`src/rtl/fprs_map.svh`:
```
// Register offsets, field positions, reset values and timing figures of the reset supervisor.
`ifndef FPRS_MAP_SVH
`define FPRS_MAP_SVH
`define FPRS_CLK_HZ 200000000
`define FPRS_RST_DEB_MS 50
`define FPRS_FP_DEB_MS 8
`define FPRS_PRESS_MS 100
`define FPRS_BLINK_HALF_MS 500
`define FPRS_POST_HOLD_MS 1
`define FPRS_ADDR_CTRL 8'h00
`define FPRS_ADDR_STATUS 8'h04
`define FPRS_ADDR_EVENT 8'h08
`define FPRS_ADDR_REASON 8'h0C
`define FPRS_ADDR_POST 8'h10
`define FPRS_CTRL_LOCK 0
`define FPRS_CTRL_CMD_RST 1
`define FPRS_CTRL_LOG_EN 2
`define FPRS_CTRL_ACT_RST 3
`define FPRS_CTRL_PEF_EN 4
`define FPRS_CTRL_USE_LSB 5
`define FPRS_CTRL_PEF_ACT 8
`define FPRS_CTRL_WMASK 8'hFD
`define FPRS_CTRL_RST 8'h00
`define FPRS_USE_BOOT_FAIL 3'h1
`define FPRS_RSN_BOOT 0
`define FPRS_RSN_OTHER 1
`define FPRS_PIN_IDLE 6'h1F
`define FPRS_INTR_OFFSET 8'h00
`define FPRS_FAN_BOOST 8'hFF
`define FPRS_FIFO_DEPTH 8
`endif

```
`src/rtl/fprs_pkg.sv`:
```
// Types shared by the reset supervisor.
package fprs_pkg;
	typedef enum logic [2:0] {LED_OFF, LED_OK, LED_DEGRADED, LED_NONFATAL, LED_FATAL} fprs_led_t;
	typedef enum logic [1:0] {INTR_NORMAL, INTR_ACTIVE, INTR_INIT} fprs_intr_t;
	typedef enum logic {PRESS_IDLE, PRESS_ON} fprs_press_t;
	typedef struct packed {
		logic fatal;
		logic nonfatal;
		logic degraded;
		logic ready;
	} fprs_fault_t;
	typedef struct packed {
		logic sec_violation;
		logic intrusion;
		logic cable_missing;
		logic wdog_boot_fail;
		logic host_reset;
	} fprs_evt_t;
endpackage

```
`src/rtl/fprs_supervisor.sv`:
```
// Front panel and system reset supervisor with POST code capture.
// Contract
// - Reset button state change recognised only after 50 ms of stable input.
// - Locked reset button press raises a security violation event, no reset.
// - System reset is an emulated button press; chipset finishes it alone.
// - POST-complete de-assertion means a host reset occurred; no participation.
// - Every detected system reset starts the sensor initialisation agent.
// - Power-up, button, soft, hard, command, watchdog reset; PEF optionally.
// - Own reset on standby power-up and firmware update, not own watchdog.
// - After own reset, adopt current power and processor signal states.
// - Boot-failure watchdog expiry logs if enabled, then resets if selected.
// - Timeout-reason bits survive host resets, cleared only by AC loss; the code also clears them by a write to the reason register.
// - Boot-failure watchdog expiry leaves front panel LEDs unchanged.
// - From standby, port 80h writes go into a FIFO shown on POST LEDs.
// - No flow control on port 80h; overflow drops oldest codes.
// - Status LED shows most severe fault; amber overrides green.
// - Green solid, green blink, amber blink, amber solid, off by severity.
// - Across DC-off or soft-off, sensor and LED states are retained.
// - Front panel inputs asserted only after 8 ms of constant level.
// - Each intrusion change yields a security event with offset 00h.
// - Intrusion boosts all fans; clearing restores previous levels.
// - Missing intrusion cable logs an event and sets init-in-progress.
// - Intrusion detected and logged in on, sleep and standby states.
// - Lockout set by command and readable in the status.
// - Power button asserted only after 8 ms of constant state.
//
// The plain strobed port and the placing of the registers are this design's own decisions.
`timescale 1ns/1ps
`include "fprs_map.svh"
module fprs_supervisor #(
	parameter int CLK_HZ        = `FPRS_CLK_HZ,
	parameter int RST_DEB_CYC   = CLK_HZ / 1000 * `FPRS_RST_DEB_MS,
	parameter int FP_DEB_CYC    = CLK_HZ / 1000 * `FPRS_FP_DEB_MS,
	parameter int PRESS_CYC     = CLK_HZ / 1000 * `FPRS_PRESS_MS,
	parameter int BLINK_CYC     = CLK_HZ / 1000 * `FPRS_BLINK_HALF_MS,
	parameter int POST_HOLD_CYC = CLK_HZ / 1000 * `FPRS_POST_HOLD_MS
) (
	input  wire logic                 clk,
	input  wire logic                 sys_rst,
	input  wire logic [7:0]           reg_addr,
	input  wire logic [31:0]          reg_wdata,
	input  wire logic                 reg_wr,
	input  wire logic                 reg_rd,
	output logic [31:0]               reg_rdata,
	input  wire logic                 reset_btn_n,
	input  wire logic                 power_btn_n,
	input  wire logic                 intrusion_n,
	input  wire logic                 intr_cable_ok,
	input  wire logic                 post_complete_n,
	input  wire logic                 main_pwr_good,
	input  wire logic                 fw_update_done,
	input  wire logic                 wdog_expire,
	input  wire logic                 port80_wr,
	input  wire logic [7:0]           port80_data,
	input  wire fprs_pkg::fprs_fault_t faults,
	input  wire logic [7:0]           fan_level_in,
	output logic                      chipset_rst_n,
	output logic                      led_green,
	output logic                      led_amber,
	output logic [7:0]                fan_level_out,
	output logic [7:0]                post_led,
	output fprs_pkg::fprs_evt_t       events,
	output logic [7:0]                evt_offset,
	output logic                      sia_start
);
	localparam int DEPTH = `FPRS_FIFO_DEPTH;

	function automatic logic hit(input logic [7:0] a, input logic [7:0] off);
		hit = (a == off);
	endfunction

	function automatic logic [26:0] deb_last(input int idx);
		deb_last = (idx == 0) ? 27'(RST_DEB_CYC - 1) : 27'(FP_DEB_CYC - 1);
	endfunction

	// Firmware update completion resets the core but not the timeout-reason bits.
	logic blk_rst;
	wire  core_rst = sys_rst | blk_rst;

	logic [5:0]  pin_s1;
	logic [5:0]  pin_s2;
	logic [3:0]  deb;
	logic [3:0]  deb_prev;
	logic [26:0] deb_cnt [4];
	logic [1:0]  init_cnt;
	logic        prev_post;
	logic        prev_pg;

	wire [5:0] pin_raw = {main_pwr_good, post_complete_n, intr_cable_ok,
		intrusion_n, power_btn_n, reset_btn_n};
	wire armed  = (init_cnt == 2'h3);
	wire post_s = pin_s2[4];
	wire pg_s   = pin_s2[5];

	always_ff @(posedge clk) begin
		blk_rst <= sys_rst ? 1'b0 : fw_update_done;
	end

	always_ff @(posedge clk) begin
		if (core_rst) begin
			pin_s1 <= `FPRS_PIN_IDLE;
			pin_s2 <= `FPRS_PIN_IDLE;
		end else begin
			pin_s1 <= pin_raw;
			pin_s2 <= pin_s1;
		end
	end

	// Edges are only judged once the synchronisers hold real pin levels.
	always_ff @(posedge clk) begin
		if (core_rst) begin
			init_cnt <= 2'h0;
		end else if (!armed) begin
			init_cnt <= init_cnt + 2'h1;
		end
	end

	always_ff @(posedge clk) begin
		prev_post <= post_s;
		prev_pg   <= pg_s;
	end

	always_ff @(posedge clk) begin
		if (core_rst) begin
			deb      <= 4'hF;
			deb_prev <= 4'hF;
			for (int i = 0; i < 4; i++) begin
				deb_cnt[i] <= 27'h000_0000;
			end
		end else begin
			deb_prev <= deb;
			for (int i = 0; i < 4; i++) begin
				if (pin_s2[i] == deb[i]) begin
					deb_cnt[i] <= 27'h000_0000;
				end else if (deb_cnt[i] == deb_last(i)) begin
					deb[i]     <= pin_s2[i];
					deb_cnt[i] <= 27'h000_0000;
				end else begin
					deb_cnt[i] <= deb_cnt[i] + 27'h000_0001;
				end
			end
		end
	end

	wire rst_press  = armed & deb_prev[0] & ~deb[0];
	wire intr_chg   = armed & (deb_prev[2] ^ deb[2]);
	wire cable_lost = armed & deb_prev[3] & ~deb[3];
	wire post_rise  = armed & ~prev_post & post_s;
	wire pg_rise    = armed & ~prev_pg & pg_s;

	logic [7:0] ctrl;
	logic [4:0] evt_flags;
	logic [1:0] reason;

	wire wr_ctrl   = reg_wr & hit(reg_addr, `FPRS_ADDR_CTRL);
	wire wr_event  = reg_wr & hit(reg_addr, `FPRS_ADDR_EVENT);
	wire wr_reason = reg_wr & hit(reg_addr, `FPRS_ADDR_REASON);
	wire lock      = ctrl[`FPRS_CTRL_LOCK];
	wire cmd_rst   = wr_ctrl & reg_wdata[`FPRS_CTRL_CMD_RST];
	wire pef_rst   = wr_ctrl & reg_wdata[`FPRS_CTRL_PEF_ACT] & ctrl[`FPRS_CTRL_PEF_EN];
	wire [2:0] use_field = ctrl[`FPRS_CTRL_USE_LSB +: 3];
	wire boot_use  = (use_field == `FPRS_USE_BOOT_FAIL);
	wire wdog_log  = wdog_expire & boot_use & ctrl[`FPRS_CTRL_LOG_EN];
	wire wdog_rst  = wdog_expire & ctrl[`FPRS_CTRL_ACT_RST];
	wire rsn_clr   = wr_reason & reg_wdata[`FPRS_RSN_BOOT];

	always_ff @(posedge clk) begin
		if (core_rst) begin
			ctrl <= `FPRS_CTRL_RST;
		end else if (wr_ctrl) begin
			ctrl <= reg_wdata[7:0] & `FPRS_CTRL_WMASK;
		end
	end

	// Timeout reasons see only the standby power reset, so host resets keep them.
	wire [1:0] rsn_set = {wdog_expire & ~boot_use, wdog_expire & boot_use};
	always_ff @(posedge clk) begin
		if (sys_rst) begin
			reason <= 2'h0;
		end else begin
			reason <= (reason & ~(reg_wdata[1:0] & {2{wr_reason}})) | rsn_set;
		end
	end

	wire [4:0] evt_set = {armed & rst_press & lock, intr_chg, cable_lost, wdog_log,
		post_rise | pg_rise};
	always_ff @(posedge clk) begin
		if (core_rst) begin
			evt_flags <= 5'h00;
			events    <= '0;
			sia_start <= 1'b0;
		end else begin
			// A new event in the clearing cycle survives the clear.
			evt_flags <= (evt_flags & ~(reg_wdata[4:0] & {5{wr_event}})) | evt_set;
			events    <= fprs_pkg::fprs_evt_t'(evt_set);
			sia_start <= post_rise | pg_rise;
		end
	end

	always_ff @(posedge clk) begin
		if (core_rst) begin
			evt_offset <= `FPRS_INTR_OFFSET;
		end else if (intr_chg) begin
			evt_offset <= `FPRS_INTR_OFFSET;
		end
	end

	fprs_pkg::fprs_press_t press_st;
	logic [26:0] press_cnt;
	wire press_req = (rst_press & ~lock) | cmd_rst | wdog_rst | pef_rst;
	wire press_go  = armed & press_req & (press_st == fprs_pkg::PRESS_IDLE);
	wire press_end = (press_cnt == 27'(PRESS_CYC - 1));

	// The press is a fixed pulse; the chipset runs the rest of the reset.
	always_ff @(posedge clk) begin
		if (core_rst) begin
			press_st      <= fprs_pkg::PRESS_IDLE;
			press_cnt     <= 27'h000_0000;
			chipset_rst_n <= 1'b1;
		end else begin
			unique case (press_st)
				fprs_pkg::PRESS_IDLE: begin
					if (press_go) begin
						press_st      <= fprs_pkg::PRESS_ON;
						chipset_rst_n <= 1'b0;
					end
				end
				fprs_pkg::PRESS_ON: begin
					if (press_end) begin
						press_st      <= fprs_pkg::PRESS_IDLE;
						press_cnt     <= 27'h000_0000;
						chipset_rst_n <= 1'b1;
					end else begin
						press_cnt <= press_cnt + 27'h000_0001;
					end
				end
			endcase
		end
	end

	fprs_pkg::fprs_intr_t intr_st;
	fprs_pkg::fprs_intr_t next_intr_st;
	assign next_intr_st = !deb[3] ? fprs_pkg::INTR_INIT :
		!deb[2] ? fprs_pkg::INTR_ACTIVE : fprs_pkg::INTR_NORMAL;

	always_ff @(posedge clk) begin
		if (core_rst) begin
			intr_st       <= fprs_pkg::INTR_NORMAL;
			fan_level_out <= 8'h00;
		end else begin
			intr_st       <= next_intr_st;
			fan_level_out <= (intr_st == fprs_pkg::INTR_ACTIVE) ?
				`FPRS_FAN_BOOST : fan_level_in;
		end
	end

	// Severity ignores the watchdog entirely, so its expiry cannot move the LED.
	fprs_pkg::fprs_led_t led_st;
	fprs_pkg::fprs_led_t next_led_st;
	assign next_led_st = faults.fatal ? fprs_pkg::LED_FATAL :
		faults.nonfatal ? fprs_pkg::LED_NONFATAL :
		faults.degraded ? fprs_pkg::LED_DEGRADED :
		faults.ready ? fprs_pkg::LED_OK : fprs_pkg::LED_OFF;

	logic [26:0] blink_cnt;
	logic        blink_ph;
	always_ff @(posedge clk) begin
		if (core_rst) begin
			led_st    <= fprs_pkg::LED_OFF;
			blink_cnt <= 27'h000_0000;
			blink_ph  <= 1'b0;
			led_green <= 1'b0;
			led_amber <= 1'b0;
		end else begin
			if (pg_s) begin
				led_st <= next_led_st;
			end
			if (blink_cnt == 27'(BLINK_CYC - 1)) begin
				blink_cnt <= 27'h000_0000;
				blink_ph  <= ~blink_ph;
			end else begin
				blink_cnt <= blink_cnt + 27'h000_0001;
			end
			led_green <= (led_st == fprs_pkg::LED_OK) |
				((led_st == fprs_pkg::LED_DEGRADED) & blink_ph);
			led_amber <= (led_st == fprs_pkg::LED_FATAL) |
				((led_st == fprs_pkg::LED_NONFATAL) & blink_ph);
		end
	end

	// Port 80h capture never stalls the host; a full FIFO sheds its oldest code.
	logic [7:0]  fifo_mem [DEPTH];
	logic [2:0]  fifo_wp;
	logic [2:0]  fifo_rp;
	logic [3:0]  fifo_cnt;
	logic [26:0] hold_cnt;
	wire fifo_full = (fifo_cnt == 4'(DEPTH));
	wire hold_done = (hold_cnt == 27'(POST_HOLD_CYC - 1));
	wire fifo_pop  = hold_done & (fifo_cnt != 4'h0);
	wire rp_step   = fifo_pop | (port80_wr & fifo_full);

	always_ff @(posedge clk) begin
		if (port80_wr) begin
			fifo_mem[fifo_wp] <= port80_data;
		end
	end

	always_ff @(posedge clk) begin
		if (core_rst) begin
			fifo_wp  <= 3'h0;
			fifo_rp  <= 3'h0;
			fifo_cnt <= 4'h0;
			hold_cnt <= 27'h000_0000;
			post_led <= 8'h00;
		end else begin
			hold_cnt <= hold_done ? 27'h000_0000 : hold_cnt + 27'h000_0001;
			if (port80_wr) begin
				fifo_wp <= fifo_wp + 3'h1;
			end
			if (rp_step) begin
				fifo_rp <= fifo_rp + 3'h1;
			end
			if (port80_wr & ~rp_step) begin
				fifo_cnt <= fifo_cnt + 4'h1;
			end else if (~port80_wr & fifo_pop) begin
				fifo_cnt <= fifo_cnt - 4'h1;
			end
			if (fifo_pop) begin
				post_led <= fifo_mem[fifo_rp];
			end
		end
	end

	wire [31:0] status_word = {16'h0000, fifo_cnt, led_st, chipset_rst_n, pg_s,
		~post_s, intr_st, ~deb[2], ~deb[1], ~deb[0], lock};
	wire [31:0] rd_mux =
		hit(reg_addr, `FPRS_ADDR_CTRL)   ? {24'h00_0000, ctrl} :
		hit(reg_addr, `FPRS_ADDR_STATUS) ? status_word :
		hit(reg_addr, `FPRS_ADDR_EVENT)  ? {27'h000_0000, evt_flags} :
		hit(reg_addr, `FPRS_ADDR_REASON) ? {30'h0000_0000, reason} :
		hit(reg_addr, `FPRS_ADDR_POST)   ? {24'h00_0000, post_led} : 32'h0000_0000;

	always_ff @(posedge clk) begin
		if (core_rst) begin
			reg_rdata <= 32'h0000_0000;
		end else begin
			reg_rdata <= reg_rd ? rd_mux : 32'h0000_0000;
		end
	end
endmodule

```
`config.mk`:
```
export PLATFORM = sky130hd
export DESIGN_NAME = fprs_supervisor
export DESIGN_NICKNAME = d
export VERILOG_FILES = /design/src/rtl/fprs_pkg.sv /design/src/rtl/fprs_supervisor.sv
export VERILOG_INCLUDE_DIRS = /design/src /design/src/rtl
export SDC_FILE = /design/constraint.sdc
export NUM_CORES = 1
export LEC_CHECK = 0
export ABC_AREA = 1
export BUFFER_PORTS_ARGS = -buffer_cell sky130_fd_sc_hd__clkbuf_2
export CAP_MARGIN = 0
export CELL_PAD_IN_SITES_DETAIL_PLACEMENT = 0
export CELL_PAD_IN_SITES_GLOBAL_PLACEMENT = 1
export CORE_AREA = 2 2 191 193
export CTS_CLUSTER_SIZE = 25
export DETAILED_ROUTE_END_ITERATION = 10
export DIE_AREA = 0 0 193 195
export PLACE_DENSITY = 0.93
export SYNTH_ARGS = -nofsm -noshare
export SYNTH_HDL_FRONTEND = slang
export SYNTH_SLANG_ARGS = --single-unit
```
`constraint.sdc`:
```
create_clock -name clk -period 5 [get_ports clk]
set_clock_uncertainty 0.1 [all_clocks]
set_input_delay 0.5 -clock clk [delete_from_list [all_inputs] [get_ports clk]]
set_output_delay 0.5 -clock clk [all_outputs]
set_load 0.005 [all_outputs]
```
# After elaboration in Yosys (flattened, before gate mapping)
# Memories as Yosys holds them, arrays and structs flattened. A register that Yosys moved wholly into a read port is not among the register bits.
# Cells that the tools add are included.
op_classes:
  n_addsub: 12
  n_eq_ne: 25
  muxes: 81
  bitwise_logic: 77
  reduce_logical: 14
ops:
  columns: ["operator", "count"]
  rows:
  - ["$mux 27", 13]
  - ["$add 27x1->27 const B", 7]
  - ["$eq 27x21->1 const B", 3]
  - ["$mux 1", 54]
  - ["$mux 8", 5]
  - ["$and 1x1->1", 30]
  - ["$eq 27x18->1 const B", 1]
  - ["$eq 27x24->1 const B", 1]
  - ["$eq 27x25->1 const B", 1]
  - ["$eq 27x27->1 const B", 1]
  - ["$or 1x1->1", 20]
  - ["$not 1->1", 18]
  - ["$eq 8x4->1 const B", 2]
  - ["$mux 16", 1]
  - ["$and 5x5->5", 2]
  - ["$reduce_and 2->1", 5]
  - ["$eq 8x3->1 const B", 1]
  - ["$eq 8x5->1 const B", 1]
  - ["$logic_not 8->1", 1]
  - ["$mux 4", 2]
  - ["$reduce_or 2->1", 4]
  - ["$add 3x1->3 const B", 2]
  - ["$eq 3x1->1 const B", 2]
  - ["$eq 3x2->1 const B", 2]
  - ["23 further kinds", 30]
totals:
  reg_bits: 185
  ramBits: 172
  input_bits: 73
  output_inout_bits: 65
  n_memories: 2
memory_table:
  columns: ["name", "words", "word_bits", "read_ports", "rd_clocked_by_memory_dff", "wr", "line", "rtl"]
  rows:
  - ["deb_cnt", 4, 27, 4, 0, 4, "fprs_supervisor.sv:84", "logic [26:0] deb_cnt [4];"]
  - ["fifo_mem", 8, 8, 1, 1, 1, "fprs_supervisor.sv:292", "logic [7:0] fifo_mem [DEPTH];"]

# Depth between registers and ports, before layout
depth:
  ltp_word: 11
  ltp_mapped: 16
  ltp_nobuf: 16

# Least setup slack after synthesis
# OpenSTA, ideal clock, no wires.
synth_path:
  path_type: "register -> register"
  from: "register hold_cnt[0]"
  to: "register fifo_cnt[3]"
  t_arrival_ps: 2056
  required_ps: 4785
  setup_slack_ps: 2729
  stages_incl_launch_ff: 15
  path_cell_list: "dfxtp_1 > ha_1 > nand2_1 > nor2_2 > nand3_1 > nor2_2 > nand3_2 > nand3_2 > ha_1 > nand2_1 > nand2_1 > a31oi_1 > nand2_1 > a21oi_1 > nor2_1"
synth_via:
  elab_chain_len: 6
  elab_cells_between_ends: 8
  cone_classes: "1 x eq/ne; 1 x mux; 5 x bitwise; 1 x reduce/logical"
synth_rtl:
  columns: ["item", "line", "rtl"]
  rows:
  - ["from (decl)", "fprs_supervisor.sv:296", "logic [26:0] hold_cnt;"]
  - ["from (signal assigned)", "fprs_supervisor.sv:316", "hold_cnt <= hold_done ? 27'h000_0000 : hold_cnt + 27'h000_0001;"]
  - ["$eq 27x18->1 (*)", "fprs_supervisor.sv:298", "wire hold_done = (hold_cnt == 27'(POST_HOLD_CYC - 1));"]
  - ["$and 1x1->1 (*)", "fprs_supervisor.sv:299", "wire fifo_pop = hold_done & (fifo_cnt != 4'h0);"]
  - ["$or 1x1->1", "fprs_supervisor.sv:300", "wire rp_step = fifo_pop | (port80_wr & fifo_full);"]
  - ["$not 1->1", "fprs_supervisor.sv:323", "if (port80_wr & ~rp_step) begin"]
  - ["$and 1x1->1", "fprs_supervisor.sv:323", null]
  - ["$mux 4 or $reduce_bool 2->1 (tied branches)", null, null]
  - ["to (signal assigned)", "fprs_supervisor.sv:324", "fifo_cnt <= fifo_cnt + 4'h1;"]
  - ["to (signal assigned)", "fprs_supervisor.sv:326", "fifo_cnt <= fifo_cnt - 4'h1;"]
  - ["to (decl)", "fprs_supervisor.sv:295", "logic [3:0] fifo_cnt;"]
# Mark *: on every way between the ends. The rest lies on a longest branch, timed or not.
# A chain may end at the register's enable or synchronous reset.

# Final worst setup path
# Same ends and word-level chain as after synthesis.

==> impl_metrics.ini <==
[global_routing]
grt.total_usage_pct = 20.6
grt_max_degree = 50
grt_pass1_wl_um = 63600
use_met1_pct = 27.0
grtUsageMet3_pct = 3.61
grt_pass1_vias = 13342
antenna_found_initial = 1
grt_overflow = 0
gr-usage-met2_pct = 35.2
gr-max-usage-layer = met2

[placed_design]
gp_congestion = 0.879
dp_hpwl_um = 28000
io_buffers = 90
dpl_cell_area_um2 = 18400

[worst_hold_path]
hold_depth = 3
hold_class = in2reg
min_from = main_pwr_good

[clocking]
cts_setup_buffers = 0
cts.repair.resized = 0
cts_buffers = 39
clkTransAtPathRegs_ps = 60
cts.sinks = 348
cts_tree = done
clock_latency_ps = 530
hold_buffers = 0
root_buffer = clkbuf_16
htree_levels = 2
clockBufferDepth = 3

[floorplan]
die_w_um = 193
core_um2 = 35400
rows = 69
ios = 138
die_h_um = 195
start_util_pct = 48.6
die-area_um2 = 37600

[final_layout]
layout-drive-gt1-share_pct = 12.0
final_cell_mix = nand2_1 (359), nor2_1 (319), inv_1 (249), dfxtp_1 (176), edfxtp_1 (172)
nets = 2357
area_growth_syn_to_layout_pct = 14.5
stdcell_area_um2 = 19700
layout_commonest_cell = nand2_1
n_fill_cell = 3300

[worst_setup_path]
critPathLaunchType = flop
crit_slowest_cell = dfxtp_1
critPathBufInv = 0
critPathCaptureType = flop
path_delay_family = simple AND/OR/NAND/NOR gates
crit_path_max_fanout = 12
cp.arrival_ps = 3150
critPathRequiredTime_ps = 5320
critPathLaunch = hold_cnt[0]
r2r_cells = 14
slowest_delay_ps = 380
path_depth = 14
crit_type = reg2reg
reg2reg_from = hold_cnt[0]
worstPathCellList = ha_1 -> nand2_1 -> nor2_2 -> nand3_1 -> nor2_2 -> nand3_2 -> nand3_2 -> ha_1 -> nand2_1 -> nand2_1 -> a31oi_1 -> nand2_1 -> a21oi_1 -> nor2_1
path_common_cell = nand2_1

[yosys]
netlist_area_um2 = 17200
yosys-top-cells-area = edfxtp_1 (30%), dfxtp_1 (20%), nand2_1 (7.8%), nor2_1 (7.0%), inv_1 (5.5%)
ys_seq_area_share_pct = 50.5
ys_warn_count = 0
synth.distinct_cells = 51
post-synth-top-area-fraction_pct = 30.0
synth.largest_area_cell = edfxtp_1
syn_inst = 2069
ys_seq_elements = 348
syn_avg_cell_area_um2 = 8.31

[routing]
drt-total-wl_um = 38400
drtPass1Iterations = 5
viasPerCell = 5.07
wl_per_cell_um = 13.9
first_iter_violations = 820
vias = 13992
ant_nets = 0
drc = 0

[timing]
slew_headroom_pct = 24.7
setup_violations = 0
finalMaxSlewViolations = 0
fmaxAchievable_mhz = 354
period_needed_ps = 2820
tightest_slew_ps = 1130
rsz0062_at_grt = no
fin_crit_sh_pct = 56.5
final.setup.tns_ps = 0
hold_viol = 0

[power]
max-vdd-ir-drop_uv = 259
p_per_area_nw_per_um2 = 317
leakagePower_uw = 0.00760

[run_status]
status = completed

[job]
maxCapViolCount = 0
per-stage QoR:
stage / total power [uW] / worst slack, ps / hold WS (ps) / utilization (%) / instances
floorplan: 3330 / 2730 / 231 / - / 2199
global placement: 3390 / 2160 / 266 / 51.8 / 2691
detailed placement: 3400 / 2130 / 270 / 51.8 / 2691
CTS: 6320 / 2120 / 49.1 / 55.6 / 2761
global route: 6470 / 1920 / 60.2 / 55.6 / 2761
finish: 6250 / 2180 / 70.7 / 55.6 / 2762
state kept, by name, summed over array words and instances, names as in the netlist, 7 cells and up:
signal,count
deb_cnt,108
fifo_mem,64
blink_cnt,27
hold_cnt,27
press_cnt,27
reg_rdata,16
fan_level_out,8
post_led,8
ctrl,7
per-layer routing:
metal  part of all wire (%)  vias to the layer above
li1                       -                     7132
met1                     45                     6489
met4                    1.8                        0
met2                     48                      312
met5                      0                        -
met3                    5.6                       59
worst register-to-register path, stage by stage (launching register included):
cell,delay (ps)
dfxtp_1,380
ha_1,220
nand2_1,100
nor2_2,180
nand3_1,110
nor2_2,180
nand3_2,290
nand3_2,260
ha_1,300
nand2_1,80
nand2_1,50
a31oi_1,170
nand2_1,100
a21oi_1,170
nor2_1,60
worst paths after layout:
path,end,slack (ps)
max,fifo_cnt[3],2180
min,pin_s1[5],70
max reg2reg,fifo_cnt[3],2180
min reg2reg,prev_post,270
cell type report:
class	count	area, um2	area share [%]
Sequential cell	348	8690	44.1
Multi-Input combinational cell	1531	7640	38.8
Clock buffer	56	1200	6.08
Inverter	259	977	4.96
Tap cell	461	577	2.93
Timing Repair Buffer	92	465	2.36
Clock inverter	14	130	0.661
Antenna cell	1	2.50	0.0127
report_power, final:
group,leakage (uW),internal (uW),switching [uW]
Sequential,0.00312,3050,50.9
Clock,0.000659,1770,1130
Combinational,0.00382,73.1,162
Yosys cell counts (all sizes together):
master and instances:
o41ai 1, nor3 81, buf 46, xnor2 18
or2 41, o21a 1, a211oi 4, and3 1
nand3b 10, edfxtp 172, nand4 58, or3 1
a31o 1, inv 258, clkinv 1, xor2 45
nor4 33, a31oi 7, o32ai 8, nand3 116
nor3b 16, nand2 383, o21ai 74, nor2 352
o31ai 1, a21oi 112, conb 2, o211ai 2
dfxtp 176, fa 1, o22ai 10, clkbuf 15
a41oi 2, ha 12, mux2i 8
kinds of logic after synthesis:
kind of cell	Yosys count	synth area share (%)
flip-flops	348	50.5
XOR/XNOR	63	3.21
AO/OA/AOI/OAI	223	7.01
adder cells (fa/ha/maj)	13	0.990
multiplexers	8	0.466
other	2	0.0437
AND/OR/NAND/NOR	1092	29.9
buffers and inverters	320	7.90
No activity file was read; power rests on OpenSTA's default activity.
